File: src/bst_pkg.sv
// boundary-scan test port: shared constants, states and instruction codes
// assumes a single core clock domain; the test clock is sampled as data
//
// Operation
// - four test pins: test clock, mode select, serial in, serial out
// - controller state held in a four-bit state machine
// - transitions follow mode select sampled at each test clock rising edge
// - power-up reset puts the controller in test-logic-reset
// - five test clock cycles with mode select high reach test-logic-reset
// - extest, sample/preload and bypass supported, plus optional idcode
// - three data registers: bypass, identification, boundary-scan
// - bypass register selected whenever no other data register is needed
// - identification register is 32 bits in four fields
// - boundary-scan cells capture and drive every pin's state
// - each state routes shifting to instruction or selected data register
`default_nettype none

package bst_pkg;

   // ------------------------------------------------------------
   // controller states
   // ------------------------------------------------------------
   typedef enum logic [3:0] {
      BST_TLR    = 4'b1111,
      BST_RTI    = 4'b1100,
      BST_SEL_DR = 4'b0111,
      BST_CAP_DR = 4'b0110,
      BST_SH_DR  = 4'b0010,
      BST_EX1_DR = 4'b0001,
      BST_PA_DR  = 4'b0011,
      BST_EX2_DR = 4'b0000,
      BST_UP_DR  = 4'b0101,
      BST_SEL_IR = 4'b0100,
      BST_CAP_IR = 4'b1110,
      BST_SH_IR  = 4'b1010,
      BST_EX1_IR = 4'b1001,
      BST_PA_IR  = 4'b1011,
      BST_EX2_IR = 4'b1000,
      BST_UP_IR  = 4'b1101
   } bst_state_t;

   // ------------------------------------------------------------
   // instruction register
   // ------------------------------------------------------------
   localparam int BST_IR_W = 3;
   localparam logic [2:0] BST_INS_EXTEST = 3'h0;
   localparam logic [2:0] BST_INS_SAMPLE = 3'h1;
   localparam logic [2:0] BST_INS_IDCODE = 3'h2;
   localparam logic [2:0] BST_INS_BYPASS = 3'h7;
   localparam logic [2:0] BST_IR_CAPTURE = 3'h1;
   localparam logic [2:0] BST_IR_RESET = BST_INS_IDCODE;

   // ------------------------------------------------------------
   // identification register fields (values arbitrary)
   // ------------------------------------------------------------
   localparam int BST_ID_W = 32;
   localparam logic [3:0] BST_ID_VERSION = 4'h1;
   localparam logic [15:0] BST_ID_PART = 16'h0A5C;
   localparam logic [3:0] BST_ID_NUMBER = 4'h3;
   localparam logic [7:0] BST_ID_LSB = 8'h01;
   localparam logic [31:0] BST_IDCODE =
      {BST_ID_VERSION, BST_ID_PART, BST_ID_NUMBER, BST_ID_LSB};

   // ------------------------------------------------------------
   // pins and sampling
   // ------------------------------------------------------------
   localparam int BST_PINS = 8;
   localparam int BST_BSR_W = 2 * BST_PINS;
   localparam int BST_SYNC_W = 3 + BST_PINS;
   localparam int BST_SYN_TCK = 0;
   localparam int BST_SYN_TMS = 1;
   localparam int BST_SYN_TDI = 2;
   localparam int BST_SYN_PAD = 3;
   localparam int BST_RESET_STEPS = 5;

endpackage : bst_pkg

`default_nettype wire

File: src/bst_tap_fsm.sv
// boundary-scan controller state machine
// assumes step is a one-cycle pulse per recognised test clock rising edge
`default_nettype none

module bst_tap_fsm
   import bst_pkg::*;
(
   input wire logic core_clk,
   input wire logic rst,
   input wire logic step,
   input wire logic tms,
   output bst_state_t state
);

   bst_state_t next_state;
   logic [2:0] high_run;

   always_comb
   begin
      case (state)
         BST_TLR:    next_state = tms ? BST_TLR : BST_RTI;
         BST_RTI:    next_state = tms ? BST_SEL_DR : BST_RTI;
         BST_SEL_DR: next_state = tms ? BST_SEL_IR : BST_CAP_DR;
         BST_CAP_DR: next_state = tms ? BST_EX1_DR : BST_SH_DR;
         BST_SH_DR:  next_state = tms ? BST_EX1_DR : BST_SH_DR;
         BST_EX1_DR: next_state = tms ? BST_UP_DR : BST_PA_DR;
         BST_PA_DR:  next_state = tms ? BST_EX2_DR : BST_PA_DR;
         BST_EX2_DR: next_state = tms ? BST_UP_DR : BST_SH_DR;
         BST_UP_DR:  next_state = tms ? BST_SEL_DR : BST_RTI;
         BST_SEL_IR: next_state = tms ? BST_TLR : BST_CAP_IR;
         BST_CAP_IR: next_state = tms ? BST_EX1_IR : BST_SH_IR;
         BST_SH_IR:  next_state = tms ? BST_EX1_IR : BST_SH_IR;
         BST_EX1_IR: next_state = tms ? BST_UP_IR : BST_PA_IR;
         BST_PA_IR:  next_state = tms ? BST_EX2_IR : BST_PA_IR;
         BST_EX2_IR: next_state = tms ? BST_UP_IR : BST_SH_IR;
         BST_UP_IR:  next_state = tms ? BST_SEL_DR : BST_RTI;
         default:    next_state = BST_TLR;
      endcase
   end

   // outside reset, state moves only on a test clock rising edge
   always_ff @(posedge core_clk)
   begin
      if (rst)
         state <= BST_TLR;
      else if (step)
         state <= next_state;
   end

   // ------------------------------------------------------------
   // checks
   // ------------------------------------------------------------
   // counts consecutive rising edges with mode select high
   always_ff @(posedge core_clk)
   begin
      if (rst)
         high_run <= 3'h0;
      else if (step)
         high_run <= !tms ? 3'h0 : (high_run == 3'h7 ? high_run : high_run + 3'h1);
   end
endmodule : bst_tap_fsm

`default_nettype wire

File: src/bst_test_port.sv
// boundary-scan test access port with instruction and data registers
// assumes tck, tms, tdi and pad inputs are asynchronous to core_clk;
// tck must stay low and high at least three core clock periods each
`default_nettype none

module bst_test_port
   import bst_pkg::*;
(
   input wire logic core_clk,
   input wire logic rst,
   input wire logic tck,
   input wire logic tms,
   input wire logic tdi,
   output logic tdo,
   output logic tdo_oe_n,
   input wire logic [BST_PINS-1:0] core_out,
   input wire logic [BST_PINS-1:0] core_oe,
   output logic [BST_PINS-1:0] core_in,
   input wire logic [BST_PINS-1:0] pad_in,
   output logic [BST_PINS-1:0] pad_out,
   output logic [BST_PINS-1:0] pad_oe
);

   // ------------------------------------------------------------
   // pin sampling and test clock edges
   // ------------------------------------------------------------
   logic [BST_SYNC_W-1:0] sync1;
   logic [BST_SYNC_W-1:0] sync2;
   logic [BST_SYNC_W-1:0] sync3;
   logic [BST_SYNC_W-1:0] filt;
   logic [BST_SYNC_W-1:0] next_filt;
   logic tck_prev;

   always_ff @(posedge core_clk)
   begin
      if (rst)
      begin
         sync1 <= '0;
         sync2 <= '0;
         sync3 <= '0;
      end
      else
      begin
         sync1 <= {pad_in, tdi, tms, tck};
         sync2 <= sync1;
         sync3 <= sync2;
      end
   end

   // a level is accepted once the second and third stages agree
   genvar gi;
   generate
      for (gi = 0; gi < BST_SYNC_W; gi = gi + 1)
      begin : g_filt
         assign next_filt[gi] = (sync2[gi] == sync3[gi]) ? sync3[gi] : filt[gi];
      end
   endgenerate

   always_ff @(posedge core_clk)
   begin
      if (rst)
      begin
         filt <= '0;
         tck_prev <= 1'b0;
      end
      else
      begin
         filt <= next_filt;
         tck_prev <= filt[BST_SYN_TCK];
      end
   end

   wire tck_rise = filt[BST_SYN_TCK] & ~tck_prev;
   wire tck_fall = ~filt[BST_SYN_TCK] & tck_prev;
   wire tms_s = filt[BST_SYN_TMS];
   wire tdi_s = filt[BST_SYN_TDI];
   wire [BST_PINS-1:0] pad_s = filt[BST_SYNC_W-1:BST_SYN_PAD];

   // ------------------------------------------------------------
   // controller
   // ------------------------------------------------------------
   bst_state_t state;

   bst_tap_fsm u_fsm (
      .core_clk (core_clk),
      .rst      (rst),
      .step     (tck_rise),
      .tms      (tms_s),
      .state    (state)
   );

   // ------------------------------------------------------------
   // instruction decode and data register selection
   // ------------------------------------------------------------
   logic [BST_IR_W-1:0] ir;
   logic [BST_IR_W-1:0] ir_sh;
   logic byp;
   logic [BST_ID_W-1:0] id_sh;
   logic [BST_BSR_W-1:0] bsr_sh;
   logic [BST_BSR_W-1:0] bsr_upd;
   logic [BST_BSR_W-1:0] bsr_cap;

   wire sel_extest = (ir == BST_INS_EXTEST);
   wire sel_sample = (ir == BST_INS_SAMPLE);
   wire sel_id = (ir == BST_INS_IDCODE);
   wire sel_bsr = sel_extest | sel_sample;
   wire sel_byp = ~(sel_bsr | sel_id);
   wire in_sh_ir = (state == BST_SH_IR);
   wire in_sh_dr = (state == BST_SH_DR);
   wire dr_out = sel_bsr ? bsr_sh[0] : (sel_id ? id_sh[0] : byp);
   wire ser_out = in_sh_ir ? ir_sh[0] : dr_out;

   // per pin: even cell holds pad data, odd cell holds output enable
   generate
      for (gi = 0; gi < BST_PINS; gi = gi + 1)
      begin : g_cell
         assign bsr_cap[2*gi] = pad_s[gi];
         assign bsr_cap[2*gi+1] = core_oe[gi];
      end
   endgenerate

   // ------------------------------------------------------------
   // instruction register
   // ------------------------------------------------------------
   always_ff @(posedge core_clk)
   begin
      if (rst)
         ir_sh <= BST_IR_CAPTURE;
      else if (tck_rise && state == BST_CAP_IR)
         ir_sh <= BST_IR_CAPTURE;
      else if (tck_rise && in_sh_ir)
         ir_sh <= {tdi_s, ir_sh[BST_IR_W-1:1]};
   end

   always_ff @(posedge core_clk)
   begin
      if (rst)
         ir <= BST_IR_RESET;
      else if (state == BST_TLR)
         ir <= BST_IR_RESET;
      else if (tck_fall && state == BST_UP_IR)
         ir <= ir_sh;
   end

   // ------------------------------------------------------------
   // data registers
   // ------------------------------------------------------------
   always_ff @(posedge core_clk)
   begin
      if (rst)
      begin
         byp <= 1'b0;
         id_sh <= BST_IDCODE;
         bsr_sh <= '0;
      end
      else if (tck_rise && state == BST_CAP_DR)
      begin
         byp <= 1'b0;
         id_sh <= BST_IDCODE;
         if (sel_bsr)
            bsr_sh <= bsr_cap;
      end
      else if (tck_rise && in_sh_dr)
      begin
         if (sel_byp)
            byp <= tdi_s;
         if (sel_id)
            id_sh <= {tdi_s, id_sh[BST_ID_W-1:1]};
         if (sel_bsr)
            bsr_sh <= {tdi_s, bsr_sh[BST_BSR_W-1:1]};
      end
   end

   always_ff @(posedge core_clk)
   begin
      if (rst)
         bsr_upd <= '0;
      else if (tck_fall && state == BST_UP_DR && sel_bsr)
         bsr_upd <= bsr_sh;
   end

   // ------------------------------------------------------------
   // serial out and pins
   // ------------------------------------------------------------
   always_ff @(posedge core_clk)
   begin
      if (rst)
      begin
         tdo <= 1'b0;
         tdo_oe_n <= 1'b1;
      end
      else if (tck_fall)
      begin
         tdo <= ser_out;
         tdo_oe_n <= ~(in_sh_ir | in_sh_dr);
      end
   end

   wire [BST_PINS-1:0] upd_data;
   wire [BST_PINS-1:0] upd_oe;
   generate
      for (gi = 0; gi < BST_PINS; gi = gi + 1)
      begin : g_upd
         assign upd_data[gi] = bsr_upd[2*gi];
         assign upd_oe[gi] = bsr_upd[2*gi+1];
      end
   endgenerate

   always_ff @(posedge core_clk)
   begin
      if (rst)
      begin
         pad_out <= '0;
         pad_oe <= '0;
         core_in <= '0;
      end
      else
      begin
         pad_out <= sel_extest ? upd_data : core_out;
         pad_oe <= sel_extest ? upd_oe : core_oe;
         core_in <= pad_s;
      end
   end
endmodule : bst_test_port

`default_nettype wire

File: config.mk
export PLATFORM = sky130hd
export DESIGN_NAME = bst_test_port
export DESIGN_NICKNAME = d
export VERILOG_FILES = /design/src/bst_pkg.sv /design/src/bst_tap_fsm.sv /design/src/bst_test_port.sv
export SDC_FILE = /design/constraint.sdc
export NUM_CORES = 1
export LEC_CHECK = 0
export ABC_AREA = 1
export BUFFER_PORTS_ARGS = -buffer_cell sky130_fd_sc_hd__buf_2
export CORE_MARGIN = 2
export CORE_UTILIZATION = 62
export DETAILED_ROUTE_END_ITERATION = 8
export PLACE_DENSITY = 0.83
export SYNTH_ARGS = -nofsm -noshare
export SYNTH_HDL_FRONTEND = slang
export SYNTH_SLANG_ARGS = --single-unit
File: constraint.sdc
create_clock -name core_clk -period 3.9 [get_ports core_clk]
set_clock_uncertainty 0.15 [all_clocks]
set_input_delay 0 -clock core_clk [delete_from_list [all_inputs] [get_ports core_clk]]
set_output_delay 0 -clock core_clk [all_outputs]
set_load 0.01 [all_outputs]
==> results of run 1 <==
[logic make-up (layout without fill, tap and decap cells)]
logic type	Yosys count	after routing
flip-flops	146	146
AND/OR/NAND/NOR	254	254
buffers and inverters	110	208
AO/OA/AOI/OAI	157	157
[layer usage]
| layer | up-vias | GRT usage [%] | routed length, µm |
|---|---|---|---|
| met5 | - | 0 | 0 |
| li1 | 2294 | - | - |
| met4 | 0 | 9.64 | 159 |
| met2 | 158 | 45.2 | 5720 |
| met1 | 2107 | 33.0 | 4930 |
| met3 | 19 | 7.99 | 677 |
[Yosys cell counts (2+ instances only)]
| cell type | instances | area [µm²] |
|---|---|---|
| buf_6 | 5 | 56.3 |
| dfxtp_1 | 146 | 2920 |
| clkbuf_1 | 13 | 48.8 |
| buf_4 | 3 | 22.5 |
| o21ai_1 | 3 | 15.0 |
| inv_2 | 6 | 22.5 |
| a211oi_1 | 2 | 15.0 |
| o21ai_0 | 75 | 375 |
| a21oi_1 | 76 | 380 |
| nor2_2 | 2 | 12.5 |
| inv_1 | 75 | 282 |
| nor2_4 | 3 | 33.8 |
| nand2_2 | 3 | 18.8 |
| nand3_1 | 24 | 120 |
| nand2_1 | 77 | 289 |
| nor2_1 | 141 | 529 |
| buf_2 | 7 | 35.0 |
[power by group through the flow]
stage	registers [W]	logic, W	clock network (W)
after floorplan	0.00156	0.0000454	0
after global placement	0.00155	0.0000806	0
after detailed placement	0.00155	0.0000823	0
after CTS	0.00152	0.000113	0.00164
after global routing	0.00152	0.000130	0.00171
final	0.00152	0.000116	0.00163
[metrics by stage]
stage / instances / power [W] / hold WS (ns) / instance area (µm²) / worst slack (ns)
global route: 870 / 0.00337 / 0.115 / 6460 / 1.49
finish: 870 / 0.00327 / 0.0917 / 6460 / 1.69
global placement: 799 / 0.00163 / 0.0500 / 5470 / 1.89
floorplan: 667 / 0.00160 / -0.0430 / 5220 / 2.35
detailed placement: 799 / 0.00164 / 0.0597 / 5470 / 1.77
CTS: 870 / 0.00328 / 0.0787 / 6460 / 1.75
[area by class of cell]
type / instances / share of cell area, %
well taps: 105 / 2.03
clock buffers: 17 / 6.41
inverters: 81 / 4.70
clock inverters: 15 / 2.90
flip-flops and latches: 146 / 45.2
multi-input cells: 411 / 28.3
repair buffers: 95 / 10.5
[critical path: stages (launching register included)]
cell and delay, ns:
dfxtp_1 0.46, inv_2 0.21, nor2_1 0.27, nand3_1 0.18, nor2_4 0.40, inv_2 0.20
nor2_1 0.17, nor2_1 0.07
[registers in the layout, indices dropped and copies added, names as in the netlist, 4 cells and up]
signal,cells
id_sh,32
sync3,11
pad_out,8
u_fsm.state,4
filt,11
bsr_sh,16
pad_oe,8
sync1,11
sync2,11
core_in,8
bsr_upd,16
[how the worst max path moves through the flow]
stage	startpoint	slack, ns	endpoint	cells after the start
after floorplan	u_fsm.state[2]	2.35	bsr_upd[11]	9
after global placement	u_fsm.state[2]	1.89	bsr_upd[2]	7
after detailed placement	u_fsm.state[2]	1.77	bsr_upd[7]	7
after CTS	u_fsm.state[2]	1.75	bsr_upd[7]	7
after global routing	u_fsm.state[2]	1.49	bsr_upd[13]	7
final	u_fsm.state[2]	1.69	bsr_upd[7]	7
[repair_timing]
| action | in CTS | in global routing |
|---|---|---|
| endpoints found under the hold margin | 70 | 0 |
| buffers inserted | 0 | 0 |
| hold buffers | 39 | 0 |
==> qor.csv, run 1 <==
metric,value,unit
synth-compound-area-share,15.2,%
fmax,0.452,GHz
final_cell_mix,"146 x dfxtp_1, 141 x nor2_1, 77 x nand2_1",
final_common_cell,dfxtp_1,
start_util,63.9,%
muxShareOfSynthArea,0,%
num_vias,4578,
period_minus_slack,2.21,ns
r2r-start,u_fsm.state[2],
ys_ff_latch,146,
end_kind,flip-flop,
io_pins,55,
p_int,0.00252,W
slew_headroom,65.6,%
synth_cell_types,23,
syn_area,0.00522,mm²
synthCells,667,
clkPwrFrac,49.9,%
synthAdderAreaFrac,0,%
finalMaxSlewViolations,0,
synth_nets,696,
fin_nets,781,
setup_tns,0,ns
rows,33,
min_from,core_out[4],
clock-sinks,146,
detail-route-antenna-nets,0,
startpoint_type,flip-flop,
r2r_setup_slack,1.69,ns
grt_max_degree,55,
fp.dieH,95.8,µm
first_global_vias,4289,
critPathArrivalTime,2.47,ns
numCtsBuffers,17,
multi_input_area,0.00183,mm²
min_path_cells,4,
antennaDiodeCount,0,
cts_buffer_depth,2,
antenna_found_initial,0,
outcome,finished clean,
final_util,79.1,%
crit_fanout,21,
post_drt_wl_per_cell,13.2,µm
path_clk_slew,0.07,ns
grt_pass1_wl,19.2,mm
async_flop_share,0,%
cts_resized,0,
hold_class,in -> reg,
switching_power,0.000752,W
cts_tree,done,
reg2reg_depth,7,
fin_crit_sh,56.7,%
drive_gt1_share,13.6,%
timing.rr.end,bsr_upd[7],
fp.dieW,95.8,µm
drv_cap,0,
drc,0,
wl,11.5,mm
synth_xor_area_share,0,%
crit_type,reg -> reg,
rsz0062_at_grt,no,
switching_share,23.0,%
p_seq_share,46.6,%
synth_top_family_by_area,simple AND/OR/NAND/NOR gates,
worstSkewPairLatency,0.52,ns
power.density,505,mW/mm²
cp.required,4.16,ns
worst_ir_drop_vdd,0.359,mV
min_to,pad_out[4],
synth-simple-area-share,19.8,%
hold_viol,0,
yosysWarnings,0,
synth_edf_count,0,
p_comb_share,3.5,%
dp_hpwl,6.40,mm
tightest_slew,0.516,ns
area.sequential,0.00292,mm²
setup_violations,0,
yosysSeqAreaShare,56.0,%
htreeDepth,4,
p_leak,2.89,nW
io_buffers,54,
grt_usage,27.0,%
dieArea,0.00917,mm²
areaGrowthSynthToFinish,23.8,%
dr.pass1.iters,5,
coreArea,0.00818,mm²
drtIter0Drc,374,
place.gp.congestion,0.830,
nFillCells,541,
ys.flop_type,dfxtp_1,
avgSynthCellArea,7.83,µm²
grt_overflow,0,
clockRootBuffer,clkbuf_8,
avgViaCountPerCell,5.26,
No activity file was read; power rests on OpenSTA's default activity.
==> inputs of run 2 (changes only) <==
CORE_UTILIZATION = 57   (was 62)
PLACE_DENSITY = 0.78   (was 0.83)
clock period = 2.2 ns   (was 3.9 ns; I/O delays follow)
==> run 2 against run 1 <==
Effect of this change:
- non-clock buffer count grew 20
- critical endpoint is now bsr_upd[3]
- highest routed layer unchanged
- final cell count rose by 2.8%
- global-route usage decreased by 2.5 points
==> qor.csv, run 2 (same netlist as run 1, synthesis figures left out) <==
metric,value,unit
outcome,finished clean,
setup_slack,0.207,ns
cts_buffer_depth,2,
io_buffers,54,
min_path_cells,4,
rsz0062_at_grt,no,
fin_crit_sh,90.6,%
fmax,0.502,GHz
num_vias,4632,
io_pins,55,
preCtsSetupSlack,0.314,ns
fp.dieH,99.7,µm
dr.pass1.iters,5,
worst_ir_drop_vdd,0.632,mV
grt_usage,24.5,%
hold_viol,0,
p_int,0.00425,W
cp.required,2.46,ns
finalMaxSlewViolations,0,
setup_tns,0,ns
clock-sinks,146,
avgViaCountPerCell,5.18,
clkPwrFrac,47.5,%
slew_headroom,67.7,%
drv_cap,0,
grt_overflow,0,
p_seq_share,48.5,%
regMostFlops,id_sh,
tightest_slew,0.484,ns
power.density,841,mW/mm²
final_cell_mix,"146 x dfxtp_1, 141 x nor2_1, 77 x nand2_1",
clockRootBuffer,clkbuf_8,
switching_share,23.6,%
min_from,core_out[7],
antenna_found_initial,0,
grt_pass1_wl,19.4,mm
startpoint_type,flip-flop,
crit_fanout,16,
path_clk_slew,0.07,ns
coreArea,0.00881,mm²
end_kind,flip-flop,
timing.rr.end,bsr_upd[3],
cts_tree,done,
worstSkewPairLatency,0.52,ns
wl,11.9,mm
min_to,pad_out[7],
r2r_setup_slack,0.21,ns
critPathArrivalTime,2.25,ns
fin_nets,802,
start_util,59.3,%
htreeDepth,4,
numCtsBuffers,17,
final_common_cell,dfxtp_1,
grt_max_degree,54,
detail-route-antenna-nets,0,
drtIter0Drc,254,
p_leak,2.96,nW
switching_power,0.00131,W
crit_type,reg -> reg,
fp.dieW,99.7,µm
dp_hpwl,7.02,mm
period_minus_slack,1.99,ns
reg2reg_depth,7,
dieArea,0.00994,mm²
drc,0,
top_regs,"id_sh (32), bsr_sh (16), bsr_upd (16)",
p_comb_share,4.0,%
areaGrowthSynthToFinish,26.6,%
r2r-start,u_fsm.state[2],
setup_violations,0,
post_drt_wl_per_cell,13.3,µm
place.gp.congestion,0.841,
hold_class,in -> reg,
drive_gt1_share,14.9,%
nFillCells,607,
first_global_vias,4344,
antennaDiodeCount,0,
rows,34,
largest_reg_flops,32,
==> run 2: worst max-delay path, cell delays in order, from the launching register on <==
cell and delay (ns):
dfxtp_1 0.47, inv_2 0.06, nor2_1 0.24, nand3_1 0.18
nor2_4 0.34, inv_2 0.18, nor2_1 0.18, nor2_1 0.08
==> run 2: layer usage <==
metal	track usage (%)	wire length [µm]	vias to the layer above
met5	0	0	-
met4	8.64	227	0
met3	5.76	667	25
met2	40.9	5770	154
met1	31.2	5260	2121
li1	-	-	2332
==> run 2: stage by stage <==
step | utilization (%) | total power [W] | cell area, µm² | hold slack, ns | std cells
6_report | 75.1 | 0.00556 | 6610 | 0.0955 | 894
5_1_grt | 75.1 | 0.00573 | 6610 | 0.115 | 894
4_1_cts | 74.5 | 0.00558 | 6560 | 0.0832 | 888
3_5_place_dp | 62.8 | 0.00291 | 5530 | 0.0594 | 808
3_3_place_gp | 62.8 | 0.00290 | 5530 | 0.0533 | 808
2_1_floorplan | - | 0.00284 | 5220 | -0.0430 | 667
==> run 2: how the worst max path moves through the flow <==
stage | end | cells past startpoint | from | slack, ns
2_1_floorplan | bsr_upd[11] | 9 | u_fsm.state[2] | 0.65
3_3_place_gp | id_sh[13] | 9 | u_fsm.state[1] | 0.42
3_5_place_dp | id_sh[17] | 9 | u_fsm.state[1] | 0.31
4_1_cts | pad_out[1] | 7 | ir[0] | 0.09
5_1_grt | pad_out[2] | 7 | ir[1] | 0.03
6_report | bsr_upd[3] | 7 | u_fsm.state[2] | 0.21
==> run 2: timing repair <==
action / in CTS / in global routing
endpoints found under the setup margin: 0 / 9
buffers inserted: 0 / 5
gates resized for setup: 0 / 2
endpoints found under the hold margin: 100 / 0
hold buffers: 48 / 0
==> run 2: final cells by class <==
class | instances | area (µm²) | area share [%]
multi-input combinational | 411 | 1830 | 27.7
timing repair inverter | 1 | 7.51 | 0.114
clock inverter | 14 | 121 | 1.84
tap | 108 | 135 | 2.04
clock buffer | 18 | 428 | 6.47
inverter | 81 | 308 | 4.65
timing repair buffer | 115 | 861 | 13.0
sequential | 146 | 2920 | 44.2
==> run 2: power groups by stage <==
stage          Combinational [W]  Clock (W)  Sequential, W
2_1_floorplan          0.0000806          0        0.00276
3_3_place_gp            0.000145          0        0.00275
3_5_place_dp            0.000149          0        0.00276
4_1_cts                 0.000215    0.00266        0.00270
5_1_grt                 0.000245    0.00279        0.00270
6_report                0.000220    0.00264        0.00270
==> inputs of run 3 (changes only) <==
CORE_MARGIN = 1   (was 2)
SETUP_SLACK_MARGIN = 0.3   (was not set)
==> run 3 against run 2 <==
Effect of this change:
- the flow now finishes with violations (design-rule violations)
- power up 5.3%
- clock power up 12%
- first-iteration DRC count up 25%
- sequential cell count unchanged
- sequential share of layout area up 0.49 points
- routed wire length down 8.3%
- non-clock buffer count down 12
- die area down 4.0%
==> qor.csv, run 3 (same netlist as run 1, synthesis figures left out) <==
metric,value,unit
power.density,895,mW/mm²
critPathArrivalTime,1.99,ns
slew_headroom,66.8,%
startpoint_type,flip-flop,
regMostFlops,id_sh,
crit_type,reg -> reg,
coreArea,0.00881,mm²
finalMaxSlewViolations,0,
fp.dieH,97.7,µm
largest_reg_flops,32,
place.gp.congestion,0.884,
clkPwrFrac,50.4,%
finalNonFillerCells,881,
min_path_cells,4,
cts_tree,done,
fin_crit_sh,79.4,%
io_buffers,54,
path_clk_slew,0.07,ns
crit_fanout,26,
setup_violations,0,
drv_cap,0,
grt_usage,24.0,%
fmax,0.572,GHz
first_global_vias,4146,
reg2reg_depth,8,
dr.pass1.iters,7,
grt_max_degree,54,
fin_nets,789,
finalPower,0.00586,W
post_drt_wl_per_cell,12.4,µm
grt_overflow,0,
p_comb_share,3.5,%
numCtsBuffers,17,
violations,design-rule violations,
final_common_cell,dfxtp_1,
rows,34,
switching_share,22.3,%
hold_viol,0,
num_vias,4441,
start_util,59.3,%
drtIter0Drc,318,
setup_tns,0,ns
p_leak,2.93,nW
worst_ir_drop_vdd,0.670,mV
avgViaCountPerCell,5.04,
cts_buffer_depth,2,
dp_hpwl,6.59,mm
hold_class,in -> reg,
top_regs,"id_sh (32), bsr_sh (16), bsr_upd (16)",
drc,8,
p_int,0.00455,W
dieArea,0.00955,mm²
antenna_found_initial,0,
outcome,"complete, but fails checks",
switching_power,0.00131,W
clockRootBuffer,clkbuf_8,
tightest_slew,0.497,ns
nFillCells,651,
drive_gt1_share,14.5,%
final_area,0.00654,mm²
final_cell_mix,"146 x dfxtp_1, 141 x nor2_1, 77 x nand2_1",
htreeDepth,4,
holdWs,0.0904,ns
detail-route-antenna-nets,0,
dpl_cell_area,0.00552,mm²
period_minus_slack,1.75,ns
fp.dieW,97.7,µm
p_seq_share,46.1,%
end_kind,flip-flop,
rsz0062_at_grt,no,
cp.required,2.45,ns
worstSkewPairLatency,0.52,ns
wl,10.9,mm
place_inst,808,
io_pins,55,
clock-sinks,146,
areaGrowthSynthToFinish,25.2,%
antennaDiodeCount,0,
grt_pass1_wl,18.4,mm
-- run 3: changes by cell type in the layout (fill, tap and decap cells not counted), sizes merged --
| cell | before | now |
|---|---|---|
| buf | 67 | 64 |
| inv | 87 | 89 |
| clkinvlp | 6 | 1 |
| dlygate4sd3 | 48 | 39 |
| clkbuf | 18 | 17 |
| bufinv | 0 | 3 |
-- run 3: timing repair --
action | CTS | global route
hold endpoints to repair | 96 | 0
hold buffers | 39 | 0
setup buffers | 0 | 2
gates resized for setup | 0 | 5
endpoints found under the setup margin | 0 | 43
-- run 3: final timing paths --
check,start,end,slack [ns]
max,u_fsm.state[1],id_sh[12],0.45
min,core_out[1],pad_out[1],0.09
max reg2reg,u_fsm.state[1],id_sh[12],0.45
min reg2reg,sync1[0],sync2[0],0.25
-- run 3: area by class of cell --
cell class	instances	area (µm²)	area share (%)
Inverter	81	312	4.76
Tap cell	108	135	2.07
Multi-Input combinational cell	411	1830	28.0
Clock buffer	17	414	6.33
Clock inverter	15	191	2.93
Timing Repair Buffer	103	736	11.2
Sequential cell	146	2920	44.7
-- run 3: layer usage --
metal	vias to the layer above	track usage, %	routed length [µm]
li1	2301	-	-
met1	2011	29.7	5000
met2	111	41.2	5370
met3	18	4.82	420
met4	0	9.32	146
met5	-	0	0
-- run 3: stage by stage --
stage               utilization (%)  setup slack, ns
floorplan                         -            0.646
CTS                            74.0            0.313
detailed placement             62.7            0.370
finish                         74.3            0.452
global placement               62.7            0.433
global route                   74.3            0.313
-- run 3: power by group through the flow --
stage	combinational [W]	sequential [W]	clock (W)
final	0.000206	0.00270	0.00295
after CTS	0.000201	0.00270	0.00297
after floorplan	0.0000806	0.00276	0
after global routing	0.000229	0.00270	0.00309
after global placement	0.000144	0.00275	0
after detailed placement	0.000148	0.00276	0
-- run 3: worst max-delay path, cell delays in order, from the launching register on --
cell and delay, ns:
dfxtp_1 0.43, inv_2 0.06, nor2_2 0.14, nand2_1 0.12, nor2_4 0.14, nand2_4 0.07
buf_4 0.22, o21ai_0 0.21, a21oi_1 0.08
